[config.mk]
export PLATFORM = sky130hd
export DESIGN_NAME = sdbap_core
export DESIGN_NICKNAME = d
export VERILOG_FILES = /design/src/sdbap_pkg.sv /design/src/sdbap_core.sv /design/src/sdbap_fifo.sv
export VERILOG_INCLUDE_DIRS = /design/src
export SDC_FILE = /design/constraint.sdc
export NUM_CORES = 1
export LEC_CHECK = 0
export ABC_AREA = 1
export ABC_CLOCK_PERIOD_IN_PS = 6400
export BUFFER_PORTS_ARGS = -buffer_cell sky130_fd_sc_hd__buf_2
export CAP_MARGIN = 10
export CORE_ASPECT_RATIO = 1.5
export CORE_MARGIN = 5
export CORE_UTILIZATION = 35
export DETAILED_ROUTE_END_ITERATION = 7
export GPL_TIMING_DRIVEN = 0
export SLEW_MARGIN = 10
export SYNTH_ARGS = -nofsm -noshare
export SYNTH_HDL_FRONTEND = slang
export SYNTH_HIERARCHICAL = 1
export SYNTH_SLANG_ARGS = --single-unit
export TNS_END_PERCENT = 30
[constraint.sdc]
create_clock -name sys_clk -period 6.4 [get_ports sys_clk]
set_input_delay 0.32 -clock sys_clk [delete_from_list [all_inputs] [get_ports sys_clk]]
set_output_delay 0.32 -clock sys_clk [all_outputs]
set_load 0.1 [all_outputs]
[src/sdbap_cfg.svh]
// Address layout, mode encodings and timing counts for the column-access core.
// Included by the core and by nothing that defines the same macros.
`ifndef SDBAP_CFG_SVH
`define SDBAP_CFG_SVH

// ****************************************************************
// Address and data layout
// ****************************************************************
`define SDBAP_ADDR_W 12
`define SDBAP_ROW_W 11
`define SDBAP_COL_W 8
`define SDBAP_DQ_W 16
`define SDBAP_PRECHARGE_SCOPE_BIT 10
`define SDBAP_BANK_SELECT_BIT 11

// ****************************************************************
// Mode encodings and burst figures
// ****************************************************************
`define SDBAP_BL_FULL 3'h7
`define SDBAP_BL_4 3'h2
`define SDBAP_PAGE_LEN 9'h100
`define SDBAP_FIFO_DEPTH 8

// ****************************************************************
// Timing
// ****************************************************************
`define SDBAP_CLK_MHZ 250
`define SDBAP_TRP_NS 20
`define SDBAP_TRP_CYC ((`SDBAP_TRP_NS * `SDBAP_CLK_MHZ + 999) / 1000)
`define SDBAP_READ_MASK_DELAY 2

`endif

[src/sdbap_pkg.sv]
// Types shared by the column-access core.
// Assumes nothing of its surroundings.
package sdbap_pkg;

   // Command pins {cs_n, ras_n, cas_n, we_n}
   typedef enum logic [3:0] {
      cmd_act = 4'h3,
      cmd_read = 4'h5,
      cmd_write = 4'h4,
      cmd_pre = 4'h2,
      cmd_stop = 4'h6,
      cmd_nop = 4'h7
   } sdbap_cmd_t;

   typedef enum logic [1:0] {
      bank_idle = 2'b00,
      bank_active = 2'b01,
      bank_prech = 2'b10
   } sdbap_bank_t;

endpackage

[src/sdbap_core.sv]
// Column-access core of a two-bank synchronous DRAM: bank state, burst
// address generation, read pipeline and write path into the cell array.
// Assumes an array that returns read data one cycle after a request and
// takes writes through a valid/ready port; pins arrive asynchronously.
`timescale 1ns/1ns
`include "sdbap_cfg.svh"

module sdbap_core #(
   parameter int TRP_CYC = `SDBAP_TRP_CYC,
   parameter int FIFO_DEPTH = `SDBAP_FIFO_DEPTH
) (
   input wire logic sys_clk,
   input wire logic srst,
   input wire logic cs_n,
   input wire logic ras_n,
   input wire logic cas_n,
   input wire logic we_n,
   input wire logic [`SDBAP_ADDR_W-1:0] addr,
   input wire logic upper_byte_mask,
   input wire logic lower_byte_mask,
   input wire logic [`SDBAP_DQ_W-1:0] dq_in,
   output logic [`SDBAP_DQ_W-1:0] dq_out,
   output logic [1:0] dq_oe,
   input wire logic cas_latency3,
   input wire logic burst_interleaved,
   input wire logic [2:0] burst_len_code,
   input wire logic single_write,
   output logic arr_wr_valid,
   input wire logic arr_wr_ready,
   output logic arr_wr_bank,
   output logic [`SDBAP_ROW_W-1:0] arr_wr_row,
   output logic [`SDBAP_COL_W-1:0] arr_wr_col,
   output logic [`SDBAP_DQ_W-1:0] arr_wr_data,
   output logic [1:0] arr_wr_byte_en,
   output logic arr_rd_en,
   output logic arr_rd_bank,
   output logic [`SDBAP_ROW_W-1:0] arr_rd_row,
   output logic [`SDBAP_COL_W-1:0] arr_rd_col,
   input wire logic [`SDBAP_DQ_W-1:0] arr_rd_data,
   output logic [1:0] bank_open,
   output logic [1:0] bank_precharging,
   output logic write_dropped
);

   localparam int FW = 3 + `SDBAP_ROW_W + `SDBAP_COL_W + `SDBAP_DQ_W;
   localparam int chk_trp_m1 = TRP_CYC - 1;

   // ****************************************************************
   // Pin synchronisers
   // ****************************************************************
   logic [3:0] cmd_m;
   logic [3:0] cmd_s;
   logic [`SDBAP_ADDR_W-1:0] addr_m;
   logic [`SDBAP_ADDR_W-1:0] addr_s;
   logic [1:0] mask_m;
   logic [1:0] mask_s;
   logic [`SDBAP_DQ_W-1:0] dq_m;
   logic [`SDBAP_DQ_W-1:0] dq_s;

   always_ff @(posedge sys_clk) begin
      if (srst) begin
         cmd_m <= 4'hf;
         cmd_s <= 4'hf;
         addr_m <= '0;
         addr_s <= '0;
         mask_m <= 2'h0;
         mask_s <= 2'h0;
         dq_m <= '0;
         dq_s <= '0;
      end else begin
         cmd_m <= {cs_n, ras_n, cas_n, we_n};
         cmd_s <= cmd_m;
         addr_m <= addr;
         addr_s <= addr_m;
         mask_m <= {upper_byte_mask, lower_byte_mask};
         mask_s <= mask_m;
         dq_m <= dq_in;
         dq_s <= dq_m;
      end
   end

   // ****************************************************************
   // Command decode
   // ****************************************************************
   logic [`SDBAP_ROW_W-1:0] bank_row [2];

   wire is_act = cmd_s == sdbap_pkg::cmd_act;
   wire is_rd = cmd_s == sdbap_pkg::cmd_read;
   wire is_wr = cmd_s == sdbap_pkg::cmd_write;
   wire is_pre = cmd_s == sdbap_pkg::cmd_pre;
   wire is_stop = cmd_s == sdbap_pkg::cmd_stop;
   wire row_bank_flag = addr_s[`SDBAP_BANK_SELECT_BIT];
   wire column_autoprecharge_flag = addr_s[`SDBAP_PRECHARGE_SCOPE_BIT];
   // Reads and writes to a bank that is not open are dropped silently
   wire rd_ok = is_rd & bank_open[row_bank_flag];
   wire wr_ok = is_wr & bank_open[row_bank_flag];
   wire col_ok = rd_ok | wr_ok;

   wire mode_full = burst_len_code == `SDBAP_BL_FULL;
   wire [8:0] mode_len = mode_full ? `SDBAP_PAGE_LEN : (9'h1 << burst_len_code[1:0]);
   wire wr_single = is_wr & single_write;
   wire [8:0] cmd_len = wr_single ? 9'h1 : mode_len;
   wire cmd_full = mode_full & ~wr_single;
   wire cmd_ap = col_ok & column_autoprecharge_flag & ~cmd_full;

   // ****************************************************************
   // Burst engine
   // ****************************************************************
   logic bst_rd;
   logic bst_wr;
   logic bst_full;
   logic bst_il;
   logic bst_ap;
   logic bst_bank;
   logic [`SDBAP_ROW_W-1:0] bst_row;
   logic [7:0] bst_start;
   logic [8:0] bst_cnt;
   logic [8:0] bst_len;

   function automatic logic [7:0] beat_col(input logic [7:0] start, input logic [7:0] k,
                                           input logic [8:0] len, input logic il,
                                           input logic full);
      logic [7:0] m;
      logic [7:0] low;
      m = full ? 8'hff : 8'(len - 9'h1);
      low = (il & ~full) ? (start ^ k) : 8'(start + k);
      beat_col = (start & ~m) | (low & m);
   endfunction

   wire bst_busy = bst_rd | bst_wr;
   // A precharge to the burst's bank, a stop or a new column command ends it
   wire pre_hits_bst = is_pre & (column_autoprecharge_flag | (row_bank_flag == bst_bank));
   wire kill = col_ok | is_stop | pre_hits_bst;
   wire beat_live = bst_busy & ~kill;
   wire last_beat = beat_live & ~bst_full & (bst_cnt == bst_len - 9'h1);
   wire [7:0] cur_col = beat_col(bst_start, bst_cnt[7:0], bst_len, bst_il, bst_full);

   always_ff @(posedge sys_clk) begin
      if (srst) begin
         bst_rd <= 1'b0;
         bst_wr <= 1'b0;
         bst_full <= 1'b0;
         bst_il <= 1'b0;
         bst_ap <= 1'b0;
         bst_bank <= 1'b0;
         bst_row <= '0;
         bst_start <= 8'h00;
         bst_cnt <= 9'h000;
         bst_len <= 9'h001;
      end else if (col_ok) begin
         bst_rd <= rd_ok & (cmd_len != 9'h1);
         bst_wr <= wr_ok & (cmd_len != 9'h1);
         bst_full <= cmd_full;
         bst_il <= burst_interleaved;
         bst_ap <= cmd_ap;
         bst_bank <= row_bank_flag;
         bst_row <= bank_row[row_bank_flag];
         bst_start <= addr_s[7:0];
         bst_cnt <= 9'h001;
         bst_len <= cmd_len;
      end else if (kill | last_beat) begin
         bst_rd <= 1'b0;
         bst_wr <= 1'b0;
      end else if (beat_live) begin
         bst_cnt <= bst_cnt + 9'h001;
      end
   end

   // Auto-precharge starts two cycles after the last beat for reads and writes
   logic [1:0] ap_trig;
   wire ap_cmd_now = cmd_ap & (cmd_len == 9'h1);
   wire ap_interrupt = bst_busy & bst_ap & col_ok & (row_bank_flag != bst_bank);
   wire ap_bst_now = bst_ap & (last_beat | ap_interrupt);
   wire [1:0] next_ap_trig = {(ap_cmd_now & row_bank_flag) | (ap_bst_now & bst_bank),
                              (ap_cmd_now & ~row_bank_flag) | (ap_bst_now & ~bst_bank)};

   always_ff @(posedge sys_clk) begin
      if (srst) begin
         ap_trig <= 2'h0;
      end else begin
         ap_trig <= next_ap_trig;
      end
   end

   // ****************************************************************
   // Bank state
   // ****************************************************************
   for (genvar b = 0; b < 2; b++) begin : g_bank
      sdbap_pkg::sdbap_bank_t state;
      logic [`SDBAP_ROW_W-1:0] row;
      logic [7:0] cnt;
      wire hit_act = is_act & (row_bank_flag == 1'(b));
      wire hit_pre = (is_pre & (column_autoprecharge_flag | (row_bank_flag == 1'(b))))
                     | ap_trig[b];

      always_ff @(posedge sys_clk) begin
         if (srst) begin
            state <= sdbap_pkg::bank_idle;
            row <= '0;
            cnt <= 8'h00;
         end else begin
            case (state)
               sdbap_pkg::bank_idle: begin
                  if (hit_act) begin
                     state <= sdbap_pkg::bank_active;
                     row <= addr_s[`SDBAP_ROW_W-1:0];
                  end
               end
               sdbap_pkg::bank_active: begin
                  if (hit_pre) begin
                     state <= sdbap_pkg::bank_prech;
                     cnt <= 8'(TRP_CYC - 1);
                  end
               end
               sdbap_pkg::bank_prech: begin
                  if (cnt <= 8'h01) begin
                     state <= sdbap_pkg::bank_idle;
                  end else begin
                     cnt <= cnt - 8'h01;
                  end
               end
               default: begin
                  state <= sdbap_pkg::bank_idle;
               end
            endcase
         end
      end

      assign bank_open[b] = state == sdbap_pkg::bank_active;
      assign bank_precharging[b] = state == sdbap_pkg::bank_prech;
      assign bank_row[b] = row;
   end

   // ****************************************************************
   // Read path
   // ****************************************************************
   // Beat 0 is requested in the command cycle so that latency 2 is reachable
   assign arr_rd_en = rd_ok | (bst_rd & beat_live);
   assign arr_rd_bank = rd_ok ? row_bank_flag : bst_bank;
   assign arr_rd_row = rd_ok ? bank_row[row_bank_flag] : bst_row;
   assign arr_rd_col = rd_ok ? addr_s[7:0] : cur_col;

   logic rd_q1;
   logic hold_v;
   logic [`SDBAP_DQ_W-1:0] hold;
   logic dq_valid;
   logic oe_all;
   logic [1:0] mask_d1;

   wire next_v = cas_latency3 ? hold_v : rd_q1;
   wire [`SDBAP_DQ_W-1:0] next_d = cas_latency3 ? hold : arr_rd_data;
   wire early = cas_latency3 ? rd_q1 : arr_rd_en;
   wire next_oe = next_v | early;

   always_ff @(posedge sys_clk) begin
      if (srst) begin
         rd_q1 <= 1'b0;
         hold_v <= 1'b0;
         hold <= '0;
         dq_valid <= 1'b0;
         dq_out <= '0;
         oe_all <= 1'b0;
         mask_d1 <= 2'h0;
         dq_oe <= 2'h0;
      end else begin
         rd_q1 <= arr_rd_en;
         hold_v <= rd_q1;
         hold <= arr_rd_data;
         dq_valid <= next_v;
         if (next_v) begin
            dq_out <= next_d;
         end
         oe_all <= next_oe;
         mask_d1 <= mask_s;
         dq_oe <= {2{next_oe}} & ~mask_d1;
      end
   end

   // ****************************************************************
   // Write path
   // ****************************************************************
   wire wr_beat = wr_ok | (bst_wr & beat_live);
   wire [1:0] wr_be = ~mask_s;
   wire push = wr_beat & (wr_be != 2'h0);
   wire w_bank = wr_ok ? row_bank_flag : bst_bank;
   wire [`SDBAP_ROW_W-1:0] w_row = wr_ok ? bank_row[row_bank_flag] : bst_row;
   wire [7:0] w_col = wr_ok ? addr_s[7:0] : cur_col;
   wire [FW-1:0] push_data = {wr_be, w_bank, w_row, w_col, dq_s};
   wire [FW-1:0] pop_data;
   wire fifo_ready;

   // Pins cannot be stalled, so a full FIFO loses the beat and flags it
   sdbap_fifo #(
      .WIDTH(FW),
      .DEPTH(FIFO_DEPTH)
   ) u_fifo (
      .sys_clk(sys_clk),
      .srst(srst),
      .in_valid(push),
      .in_ready(fifo_ready),
      .in_data(push_data),
      .out_valid(arr_wr_valid),
      .out_ready(arr_wr_ready),
      .out_data(pop_data)
   );

   assign {arr_wr_byte_en, arr_wr_bank, arr_wr_row, arr_wr_col, arr_wr_data} = pop_data;

   always_ff @(posedge sys_clk) begin
      if (srst) begin
         write_dropped <= 1'b0;
      end else begin
         write_dropped <= push & ~fifo_ready;
      end
   end

   function automatic logic state_idle0();
      state_idle0 = !bank_open[0] && !bank_precharging[0];
   endfunction
endmodule // sdbap_core

[src/sdbap_fifo.sv]
// Write-data FIFO between the pin-side write path and the cell array.
// Assumes DEPTH is a power of two; one clock, synchronous reset.
`timescale 1ns/1ns

module sdbap_fifo #(
   parameter int WIDTH = 8,
   parameter int DEPTH = 8
) (
   input wire logic sys_clk,
   input wire logic srst,
   input wire logic in_valid,
   output logic in_ready,
   input wire logic [WIDTH-1:0] in_data,
   output logic out_valid,
   input wire logic out_ready,
   output logic [WIDTH-1:0] out_data
);

   localparam int AW = $clog2(DEPTH);

   logic [WIDTH-1:0] mem [DEPTH];
   logic [AW-1:0] wr_ptr;
   logic [AW-1:0] rd_ptr;
   logic [AW:0] count;

   wire push = in_valid & in_ready;
   // Output register refills whenever it is empty or being taken
   wire pop = (count != '0) & (~out_valid | out_ready);

   assign in_ready = count != (AW+1)'(DEPTH);

   always_ff @(posedge sys_clk) begin
      if (push) begin
         mem[wr_ptr] <= in_data;
      end
   end

   always_ff @(posedge sys_clk) begin
      if (srst) begin
         wr_ptr <= '0;
         rd_ptr <= '0;
         count <= '0;
         out_valid <= 1'b0;
         out_data <= '0;
      end else begin
         wr_ptr <= wr_ptr + AW'(push);
         rd_ptr <= rd_ptr + AW'(pop);
         count <= count + (AW+1)'(push) - (AW+1)'(pop);
         if (pop) begin
            out_data <= mem[rd_ptr];
            out_valid <= 1'b1;
         end else if (out_ready) begin
            out_valid <= 1'b0;
         end
      end
   end

endmodule // sdbap_fifo

==> results of run 1 <==
==> placed cells by master, fill, tap and decap left out, drive strengths merged, types with 2 or more instances in the layout <==
master	netlist	final
inv	516	518
nand3	281	281
a31oi	18	18
o211ai	2	2
ha	25	25
nand4	10	10
clkinvlp	0	2
buf	64	216
a21oi	98	98
xor2	13	13
nand3b	3	3
clkbuf	51	115
edfxtp	304	304
dlygate4sd3	0	53
mux2i	10	10
xnor2	8	8
nor3	3	3
or2	13	13
o32ai	4	4
fa	2	2
clkinv	1	22
nand2	629	629
bufinv	0	2
dfxtp	238	238
o21ai	112	112
nor2	185	185
==> cell families after synthesis <==
logic type / share of synthesized area
multiplexers: 0.00434
XOR/XNOR: 0.00798
buffers and inverters: 0.110
AO/OA/AOI/OAI: 0.0549
flip-flops: 0.603
adder cells (fa/ha/maj): 0.0153
AND/OR/NAND/NOR: 0.205
==> stage by stage <==
step	total power, W	area (sq um)	instances	hold slack (ns)
4_1_cts	0.00995	27300	3768	0.0164
6_report	0.00984	27300	3769	0.0358
3_5_place_dp	0.00700	25200	3625	0.394
5_1_grt	0.0103	27300	3769	0.0337
2_1_floorplan	0.00612	23100	2596	0.388
3_3_place_gp	0.00698	24800	3612	0.393
==> power breakdown <==
part	switching, W	internal, W	leakage [nW]
Sequential	0.0000843	0.00382	4.58
Clock	0.00131	0.00162	0.789
Combinational	0.00235	0.000672	7.03
==> path summary, 6_finish.rpt <==
kind | to | depth (start not counted)
max reg2reg | u_fifo/mem[1][0]$_DFFE_PP_ | 13
min | bst_il$_SDFFE_PP0P_ | 3
min reg2reg | dq_s[2]$_SDFF_PP0_ | 2
max | arr_rd_col[4] | 11
==> metal layers <==
| metal | vias up | part of all wire | track usage |
|---|---|---|---|
| li1 | 8684 | - | - |
| met1 | 8111 | 0.38 | 0.208 |
| met2 | 475 | 0.52 | 0.338 |
| met3 | 134 | 0.048 | 0.0231 |
| met4 | 0 | 0.044 | 0.0747 |
| met5 | - | 0 | 0 |
==> sequential cells by signal (all words and copies together), names as in the netlist, 9 cells and up <==
| register | cells |
|---|---|
| u_fifo/out_data | 38 |
| dq_out | 16 |
| hold | 16 |
| u_fifo/mem | 304 |
| bst_row | 11 |
| addr_s | 12 |
| dq_m | 16 |
| dq_s | 16 |
| g_bank.row | 22 |
| g_bank.cnt | 16 |
| bst_cnt | 9 |
| addr_m | 12 |
==> layout make-up <==
type | instances | area, sq um | area share
sequential | 542 | 13900 | 0.508
multi-input combinational | 1422 | 6700 | 0.245
inverter | 517 | 1950 | 0.0713
timing repair buffer | 206 | 1520 | 0.0558
clock buffer | 63 | 1390 | 0.0507
tap | 877 | 1100 | 0.0401
buffer | 115 | 577 | 0.0211
clock inverter | 27 | 211 | 0.00774
==> what timing repair did <==
action / CTS / global route
hold buffers: 53 / 0
endpoints found under the setup margin: 0 / 0
hold endpoints to repair: 68 / 0
setup buffers: 0 / 0
==> worst max-delay path, delay by kind of cell (launching register included) <==
kind | cells | cell delay [ns]
simple gates | 2 | 0.14
xor+xnor | 1 | 0.07
fa+ha+maj | 2 | 0.60
compound gates | 3 | 0.65
flops | 1 | 0.42
buf+inv | 3 | 0.62
==> summary.txt, run 1 <==
status = completed
most frequent cells after synthesis = nand2_1, inv_1, edfxtp_1
antenna violations before repair = 1
die height = 324 microns
clock root cell = clkbuf_16
Post-CTS Resized = 0
GPL Wtd Cong = 0.874
mapped cell area = 0.0231 sq mm
via/cell ratio = 4.62
Die Width = 220 microns
total wire length = 66.0 mm
P per Cell Area = 360 mW/mm^2
ratio of final minimum period to clock period = 0.533
dominant cells by area after synthesis = edfxtp_1, dfxtp_1, nand2_1
CP required = 6.08 ns
Setup crit end kind = output port
Hold WC Path Type = in -> reg
worst slew pin tran = 1.27 ns
top-count cell post-synth = nand2_1
share of layout cells above drive strength 1 = 0.118
Fin Clk Skew = 0.0351 ns
Reg clk slew, reported paths = 0.07 ns
synthesis-to-layout area growth = 18.6%
ys flop type = edfxtp_1
first-pass GRT wire length = 99.9 mm
Worst R2R Setup Slack = 3.15 ns
RSZ-0062 raised after global routing = no
CTS tree = built
critical path's slowest cell = buf_2
Syn Inst Count = 2,596
post-synth net total = 2,682
r2r startpoint = addr_s[11]$_SDFF_PP0_
Rows = 115
Seq/Total Area, Yosys = 0.603
critical path's largest stage delay = 0.47 ns
post-synth top area share = 0.396
Util after Layout = 0.417
Skew-Pair Late Insertion Delay = 0.59 ns
pins over their slew limit = 0
die area = 0.0712 sq mm
FFs w/ async S/R, synth = 0
dpl ws = 3.13 ns
Final HPWL DP = 46.3 mm
max_cap viols = 0
CTS Buf Count = 49
Worst slew margin = 0.146
Final TNS setup = 0 ns
core area = 0.0655 sq mm
Post-synth EDFFs = 304
worst hold start = burst_interleaved
wire per inst = 17.5 microns
fmax = 293 MHz
antenna-violating nets left = 0
Layout Nets = 2,939
io pins = 142
Initial Util = 0.352
Peak VDD IR = 0.199 mV
GR Overflow Total = 0
detailed-route DRC error count = 0
min cycle time layout = 3.41 ns
warning count from the yosys run = 6
htree depth = 2
final setup fails = 0
flops & latches, synth = 542
final number of hold-violating endpoints = 0
Synth area leader = edfxtp_1
Unique masters post-synth = 45
total track usage = 0.182
n_diodes = 0
Worst setup SP type = flop
CP Class = reg -> out
clock sink count = 542
# fillers = 6,477
Critical path origin = bst_cnt[0]$_SDFFE_PP0P_
CP Max Fanout = 5
Final WS setup = 2.99 ns
pin count of the biggest net entering global routing = 23
CP arrival = 3.09 ns
drt first pass iters = 7
Pleak = 12.4 nW
vias in the first global route = 16,900
DRT iter0 DRCs = 1,194
via count = 17,400
Avg Cell Area, Syn = 8.88 sq um
port bufs = 139
clock buffer depth = 3
cell chain of the critical path = ha_1, inv_1, fa_1, inv_1, nand3_1, a21oi_1, xnor2_1, o21ai_0, nand2_1, o21ai_0, buf_2
Note: power is estimated with default switching activity, not from simulation.
==> inputs of run 2 (changes only) <==
--- a/config.mk
+++ b/config.mk
@@ -7,7 +7,7 @@
 export NUM_CORES = 1
 export LEC_CHECK = 0
 export ABC_AREA = 1
-export ABC_CLOCK_PERIOD_IN_PS = 6400
+export ABC_CLOCK_PERIOD_IN_PS = 2850
 export BUFFER_PORTS_ARGS = -buffer_cell sky130_fd_sc_hd__buf_2
 export CAP_MARGIN = 10
 export CORE_ASPECT_RATIO = 1.5
==> constraint.sdc (replaced) <==
create_clock -name sys_clk -period 2.85 [get_ports sys_clk]
set_input_delay 0.1425 -clock sys_clk [delete_from_list [all_inputs] [get_ports sys_clk]]
set_output_delay 0.1425 -clock sys_clk [all_outputs]
set_load 0.1 [all_outputs]
==> summary.txt, run 2 (synthesized netlist as in run 1, its figures left out) <==
status = completed
fmax = 359 MHz
Die Width = 220 microns (unchanged)
via/cell ratio = 4.59 (-0.57%)
clock root cell = clkbuf_16
placed cell count = 3,624 (-0.028%)
Pleak = 12.7 nW (+2.1%)
via count = 17,400 (-0.18%)
ratio of final minimum period to clock period = 0.978
antenna violations before repair = 1 (unchanged)
CP Class = reg -> reg
Rows = 115 (unchanged)
most common cell after layout, fill and taps aside = nand2_1
detailed-route DRC error count = 0 (unchanged)
Worst setup SP type = flop
CTS tree = built
Fin Clk Skew = 0.0223 ns (-0.0128 ns)
worst slew pin tran = 1.22 ns (-0.0506 ns)
Pwr Total = 0.0225 W (+130%)
Regs by FF count = u_fifo/mem: 304 flops, u_fifo/out_data: 38 flops, g_bank.row: 22 flops
dpl ws = -0.233 ns (-3.36 ns)
Hold WC Path Type = in -> reg
Util after Layout = 0.425 (+0.00799)
GR Overflow Total = 0 (unchanged)
Worst slew margin = 0.180 (+0.0341)
Skew-Pair Late Insertion Delay = 0.58 ns (about the same)
Layout Cells excl Fill = 3,784 (+0.40%)
CP required = 3.12 ns (-2.96 ns)
Initial Util = 0.352 (unchanged)
RSZ-0062 raised after global routing = yes
cell chain of the critical path = buf_6, inv_4, nand2_1, nand3b_1, nand2_1, nand3_4, nor2_4, o22ai_4, inv_1, and2_4, nand2_4, nor2_4, buf_16
CP Max Fanout = 15 (+10)
vias in the first global route = 16,800 (-0.58%)
min cycle time layout = 2.79 ns
pins over their slew limit = 0 (unchanged)
CP arrival = 3.06 ns (-0.03 ns)
drt first pass iters = 5 (-2)
synthesis-to-layout area growth = 20.8%
most frequent cells in the layout = nand2_1, inv_1, edfxtp_1
max_cap viols = 0 (unchanged)
htree depth = 2 (unchanged)
Final WS setup = 0.0619 ns (-2.92 ns)
wire per inst = 17.6 microns (+0.25%)
die height = 324 microns (unchanged)
Setup crit end kind = flop
clock sink count = 542 (unchanged)
n_diodes = 0 (unchanged)
port bufs = 139 (unchanged)
pin count of the biggest net entering global routing = 22 (-4.3%)
total track usage = 0.182 (about the same)
Layout Nets = 2,954 (+0.51%)
Largest Register = u_fifo/mem
die area = 0.0712 sq mm (unchanged)
core area = 0.0655 sq mm (unchanged)
number of flip-flops in the largest register = 304 (unchanged)
antenna-violating nets left = 0 (unchanged)
clock buffer depth = 3 (unchanged)
Final HPWL DP = 46.1 mm (-0.59%)
Reg clk slew, reported paths = 0.06 ns (about the same)
io pins = 142 (unchanged)
first-pass GRT wire length = 99.8 mm (about the same)
final setup fails = 0 (unchanged)
Peak VDD IR = 0.568 mV (+190%)
Final TNS setup = 0 ns (unchanged)
critical path's largest stage delay = 0.60 ns (+0.13 ns)
final number of hold-violating endpoints = 0 (unchanged)
# fillers = 6,275 (-3.1%)
GPL Wtd Cong = 0.838 (-4.2%)
share of layout cells above drive strength 1 = 0.133 (+0.0156)
critical path's slowest cell = nor2_4
DRT iter0 DRCs = 1,092 (-8.5%)
total wire length = 66.4 mm (+0.65%)
P per Cell Area = 808 mW/mm^2 (+120%)
CTS Buf Count = 51 (+4.1%)
==> run 2: changes by cell type in the layout (fill, tap and decap cells not counted), sizes merged <==
cell         before  now
dlygate4sd3      53   60
nor2            185  187
bufinv            2    4
buf             216  219
inv             518  519
clkbuf          115  121
clkinv           22   16
==> run 2: per-stage QoR <==
stage	hold slack [ns]	area (sq um)
after floorplan	0.246	23200
after global placement	0.326	25000
after detailed placement	0.329	25300
after CTS	0.0569	27800
after global routing	0.106	27900
final	0.0830	27900
==> run 2: layout make-up <==
cell class                 instances  area [sq um]  area share
buffer                           115           583      0.0209
clock buffer                      68          1510      0.0541
clock inverter                    24           229     0.00822
inverter                         517          1950      0.0699
multi-input combinational       1424          6840       0.245
sequential                       542         13900       0.499
tap                              877          1100      0.0394
timing repair buffer             217          1750      0.0629
==> run 2: what timing repair did <==
item | CTS | global route
pin swaps | 4 | 2
gates resized for setup | 39 | 16
endpoints found under the setup margin | 270 | 88
cloned | 0 | 2
buffers inserted | 6 | 0
hold endpoints to repair | 82 | 0
hold buffers | 60 | 0
==> run 2: layer usage <==
| metal | vias up | wire length (microns) | GRT usage | share of wire |
|---|---|---|---|---|
| met4 | 0 | 2900 | 0.0765 | 0.044 |
| met2 | 501 | 34500 | 0.333 | 0.52 |
| met5 | - | 0 | 0 | 0 |
| met3 | 140 | 3620 | 0.0255 | 0.054 |
| met1 | 8007 | 25400 | 0.210 | 0.38 |
| li1 | 8725 | - | - | - |
==> run 2: worst paths after layout <==
path	slack, ns	cells past startpoint	startpoint	to
max	0.06	13	addr_s[11]$_SDFF_PP0_	u_fifo/mem[5][0]$_DFFE_PP_
min	0.08	4	single_write	bst_full$_SDFFE_PP0P_
max reg2reg	0.06	13	addr_s[11]$_SDFF_PP0_	u_fifo/mem[5][0]$_DFFE_PP_
min reg2reg	0.39	2	dq_m[1]$_SDFF_PP0_	dq_s[1]$_SDFF_PP0_
==> run 2: where the power goes <==
part           total, W  internal [W]  leakage (nW)  switching [W]
logic           0.00671       0.00150          7.26        0.00521
clock network   0.00703       0.00408         0.871        0.00296
registers       0.00877       0.00858          4.53       0.000197
==> run 2: worst max-delay path, delay by kind of cell, from the launching register on <==
family	cells	cell delay (ns)
AOI/OAI and AO/OA	1	0.09
buffers and inverters	4	0.57
DFF	1	0.33
and+or+nand+nor	8	1.45
==> inputs of run 3 (changes only) <==
--- a/config.mk
+++ b/config.mk
@@ -20,4 +20,3 @@
 export SYNTH_HDL_FRONTEND = slang
 export SYNTH_HIERARCHICAL = 1
 export SYNTH_SLANG_ARGS = --single-unit
-export TNS_END_PERCENT = 30
==> constraint.sdc (replaced) <==
create_clock -name sys_clk -period 2.85 [get_ports sys_clk]
set_input_delay 0.1425 -clock sys_clk [delete_from_list [all_inputs] [get_ports sys_clk]]
set_output_delay 0.1425 -clock sys_clk [all_outputs]
set_load 0.01 [all_outputs]
==> summary.txt, run 3 (synthesized netlist as in run 1, its figures left out) <==
antenna violations before repair = 1 (unchanged)
critical path's largest stage delay = 0.43 ns (-0.17 ns)
detailed-route DRC error count = 0 (unchanged)
vias in the first global route = 17,000 (+1.2%)
min cycle time layout = 2.76 ns (-0.0313 ns)
final number of hold-violating endpoints = 0 (unchanged)
clock root cell = clkbuf_16
status = completed
Peak VDD IR = 0.462 mV (-19%)
CP Max Fanout = 5 (-10)
via count = 17,500 (+0.58%)
max_cap viols = 0 (unchanged)
RSZ-0062 raised after global routing = no
Layout Nets = 2,953 (-0.034%)
Worst setup SP type = flop
share of layout cells above drive strength 1 = 0.125 (-0.00856)
Die Width = 220 microns (unchanged)
hold_ws = 0.0853 ns (+0.00227 ns)
wire per inst = 17.6 microns (+0.24%)
drt first pass iters = 5 (unchanged)
Setup crit end kind = output port
synthesis-to-layout area growth = 19.5%
total track usage = 0.184 (+0.00179)
n_diodes = 0 (unchanged)
Initial Util = 0.352 (unchanged)
Worst slew margin = 0.122 (-0.0582)
most frequent cells in the layout = nand2_1, inv_1, edfxtp_1
clock buffer depth = 3 (unchanged)
cell chain of the critical path = ha_1, nand3_1, nand2_1, nand2_1, xor2_1, nand2_1, o21ai_0, o21ai_0, buf_2
worst slew pin tran = 1.30 ns (+0.0864 ns)
Final HPWL DP = 46.3 mm (+0.60%)
Pleak = 12.6 nW (-0.89%)
Fin Clk Skew = 0.0356 ns (+0.0133 ns)
CTS tree = built
CP most frequent cell = nand2_1
Reg clk slew, reported paths = 0.07 ns (about the same)
clock sink count = 542 (unchanged)
Post-DP Area = 0.0252 sq mm (-0.25%)
number of flip-flops in the largest register = 304 (unchanged)
first-pass GRT wire length = 101 mm (+0.91%)
design area = 0.0275 sq mm (-1.1%)
htree depth = 2 (unchanged)
CP required = 2.71 ns (-0.41 ns)
die area = 0.0712 sq mm (unchanged)
CTS Buf Count = 49 (-3.9%)
Skew-Pair Late Insertion Delay = 0.59 ns (about the same)
pins over their slew limit = 0 (unchanged)
ratio of final minimum period to clock period = 0.967 (-0.0110)
final setup fails = 0 (unchanged)
most common cell after layout, fill and taps aside = nand2_1
CP Class = reg -> out
# fillers = 6,463 (+3.0%)
io pins = 142 (unchanged)
antenna-violating nets left = 0 (unchanged)
Hold WC Path Type = in -> reg
port bufs = 139 (unchanged)
Largest Register = u_fifo/mem
Regs by FF count = u_fifo/mem: 304 flops, u_fifo/out_data: 38 flops, g_bank.row: 22 flops
critical path's slowest cell = o21ai_0
total wire length = 66.6 mm (+0.22%)
GPL Wtd Cong = 0.874 (+4.4%)
via/cell ratio = 4.62 (+0.60%)
GR Overflow Total = 0 (unchanged)
CP arrival = 2.61 ns (-0.45 ns)
P per Cell Area = 733 mW/mm^2 (-9.4%)
DRT iter0 DRCs = 1,246 (+14%)
core area = 0.0655 sq mm (unchanged)
Rows = 115 (unchanged)
pin count of the biggest net entering global routing = 23 (+4.5%)
Worst R2R Setup Slack = 0.15 ns (+0.09 ns)
die height = 324 microns (unchanged)
fmax = 363 MHz (+1.1%)
[run 3: worst paths after layout]
kind	to	depth (start not counted)	from
worst max-delay path	arr_rd_col[3]	9	bst_start[2]$_SDFFE_PP0P_
worst max register to register	u_fifo/mem[2][19]$_DFFE_PP_	8	bst_start[2]$_SDFFE_PP0P_
worst min register to register	addr_s[0]$_SDFF_PP0_	2	addr_m[0]$_SDFF_PP0_
worst min-delay path	bst_full$_SDFFE_PP0P_	4	single_write
[run 3: worst max-delay path: cells and delay by family (launching register included)]
kind | cells | cell delay (ns)
AND/OR/NAND/NOR | 4 | 0.38
XOR/XNOR | 1 | 0.15
AO/OA/AOI/OAI | 2 | 0.54
buffers and inverters | 1 | 0.23
flip-flops | 1 | 0.35
adder cells (fa/ha/maj) | 1 | 0.39
[run 3: through the flow]
step	setup TNS [ns]	instances	power (W)	util	worst slack, ns
5_1_grt	0	3783	0.0212	0.421	0.0187
6_report	0	3783	0.0202	0.421	0.0932
4_1_cts	0	3782	0.0204	0.420	0.00263
3_5_place_dp	-44.21	3625	0.0138	0.385	-0.424
2_1_floorplan	-160.61	2596	0.0118	-	-0.528
3_3_place_gp	-857.01	3612	0.0138	0.380	-3.05
[run 3: area by class of cell]
class                   instances  area (sq um)  share of cell area
well taps                     877          1100              0.0398
flip-flops and latches        542         13900               0.505
multi-input cells            1423          6740               0.245
clock inverters                27           211             0.00768
repair buffers                220          1680              0.0611
clock buffers                  63          1390              0.0503
inverters                     517          1950              0.0707
plain buffers                 114           573              0.0208
[run 3: what timing repair did]
| action | CTS | global route |
|---|---|---|
| hold buffers | 60 | 0 |
| pin swaps | 7 | 2 |
| hold endpoints to repair | 82 | 0 |
| resized for setup | 9 | 15 |
| cloned | 1 | 0 |
| setup endpoints to repair | 219 | 99 |
| setup buffers | 7 | 0 |
[run 3: metal layers]
metal,vias up,share of wire,global-route usage
li1,8706,-,-
met1,8116,0.38,0.210
met2,509,0.52,0.342
met3,142,0.051,0.0224
met4,0,0.045,0.0762
met5,-,0,0
[run 3: power breakdown]
group / internal, W / switching, W / total, W
registers: 0.00857 / 0.000191 / 0.00877
clock network: 0.00363 / 0.00294 / 0.00657
logic: 0.00150 / 0.00335 / 0.00485
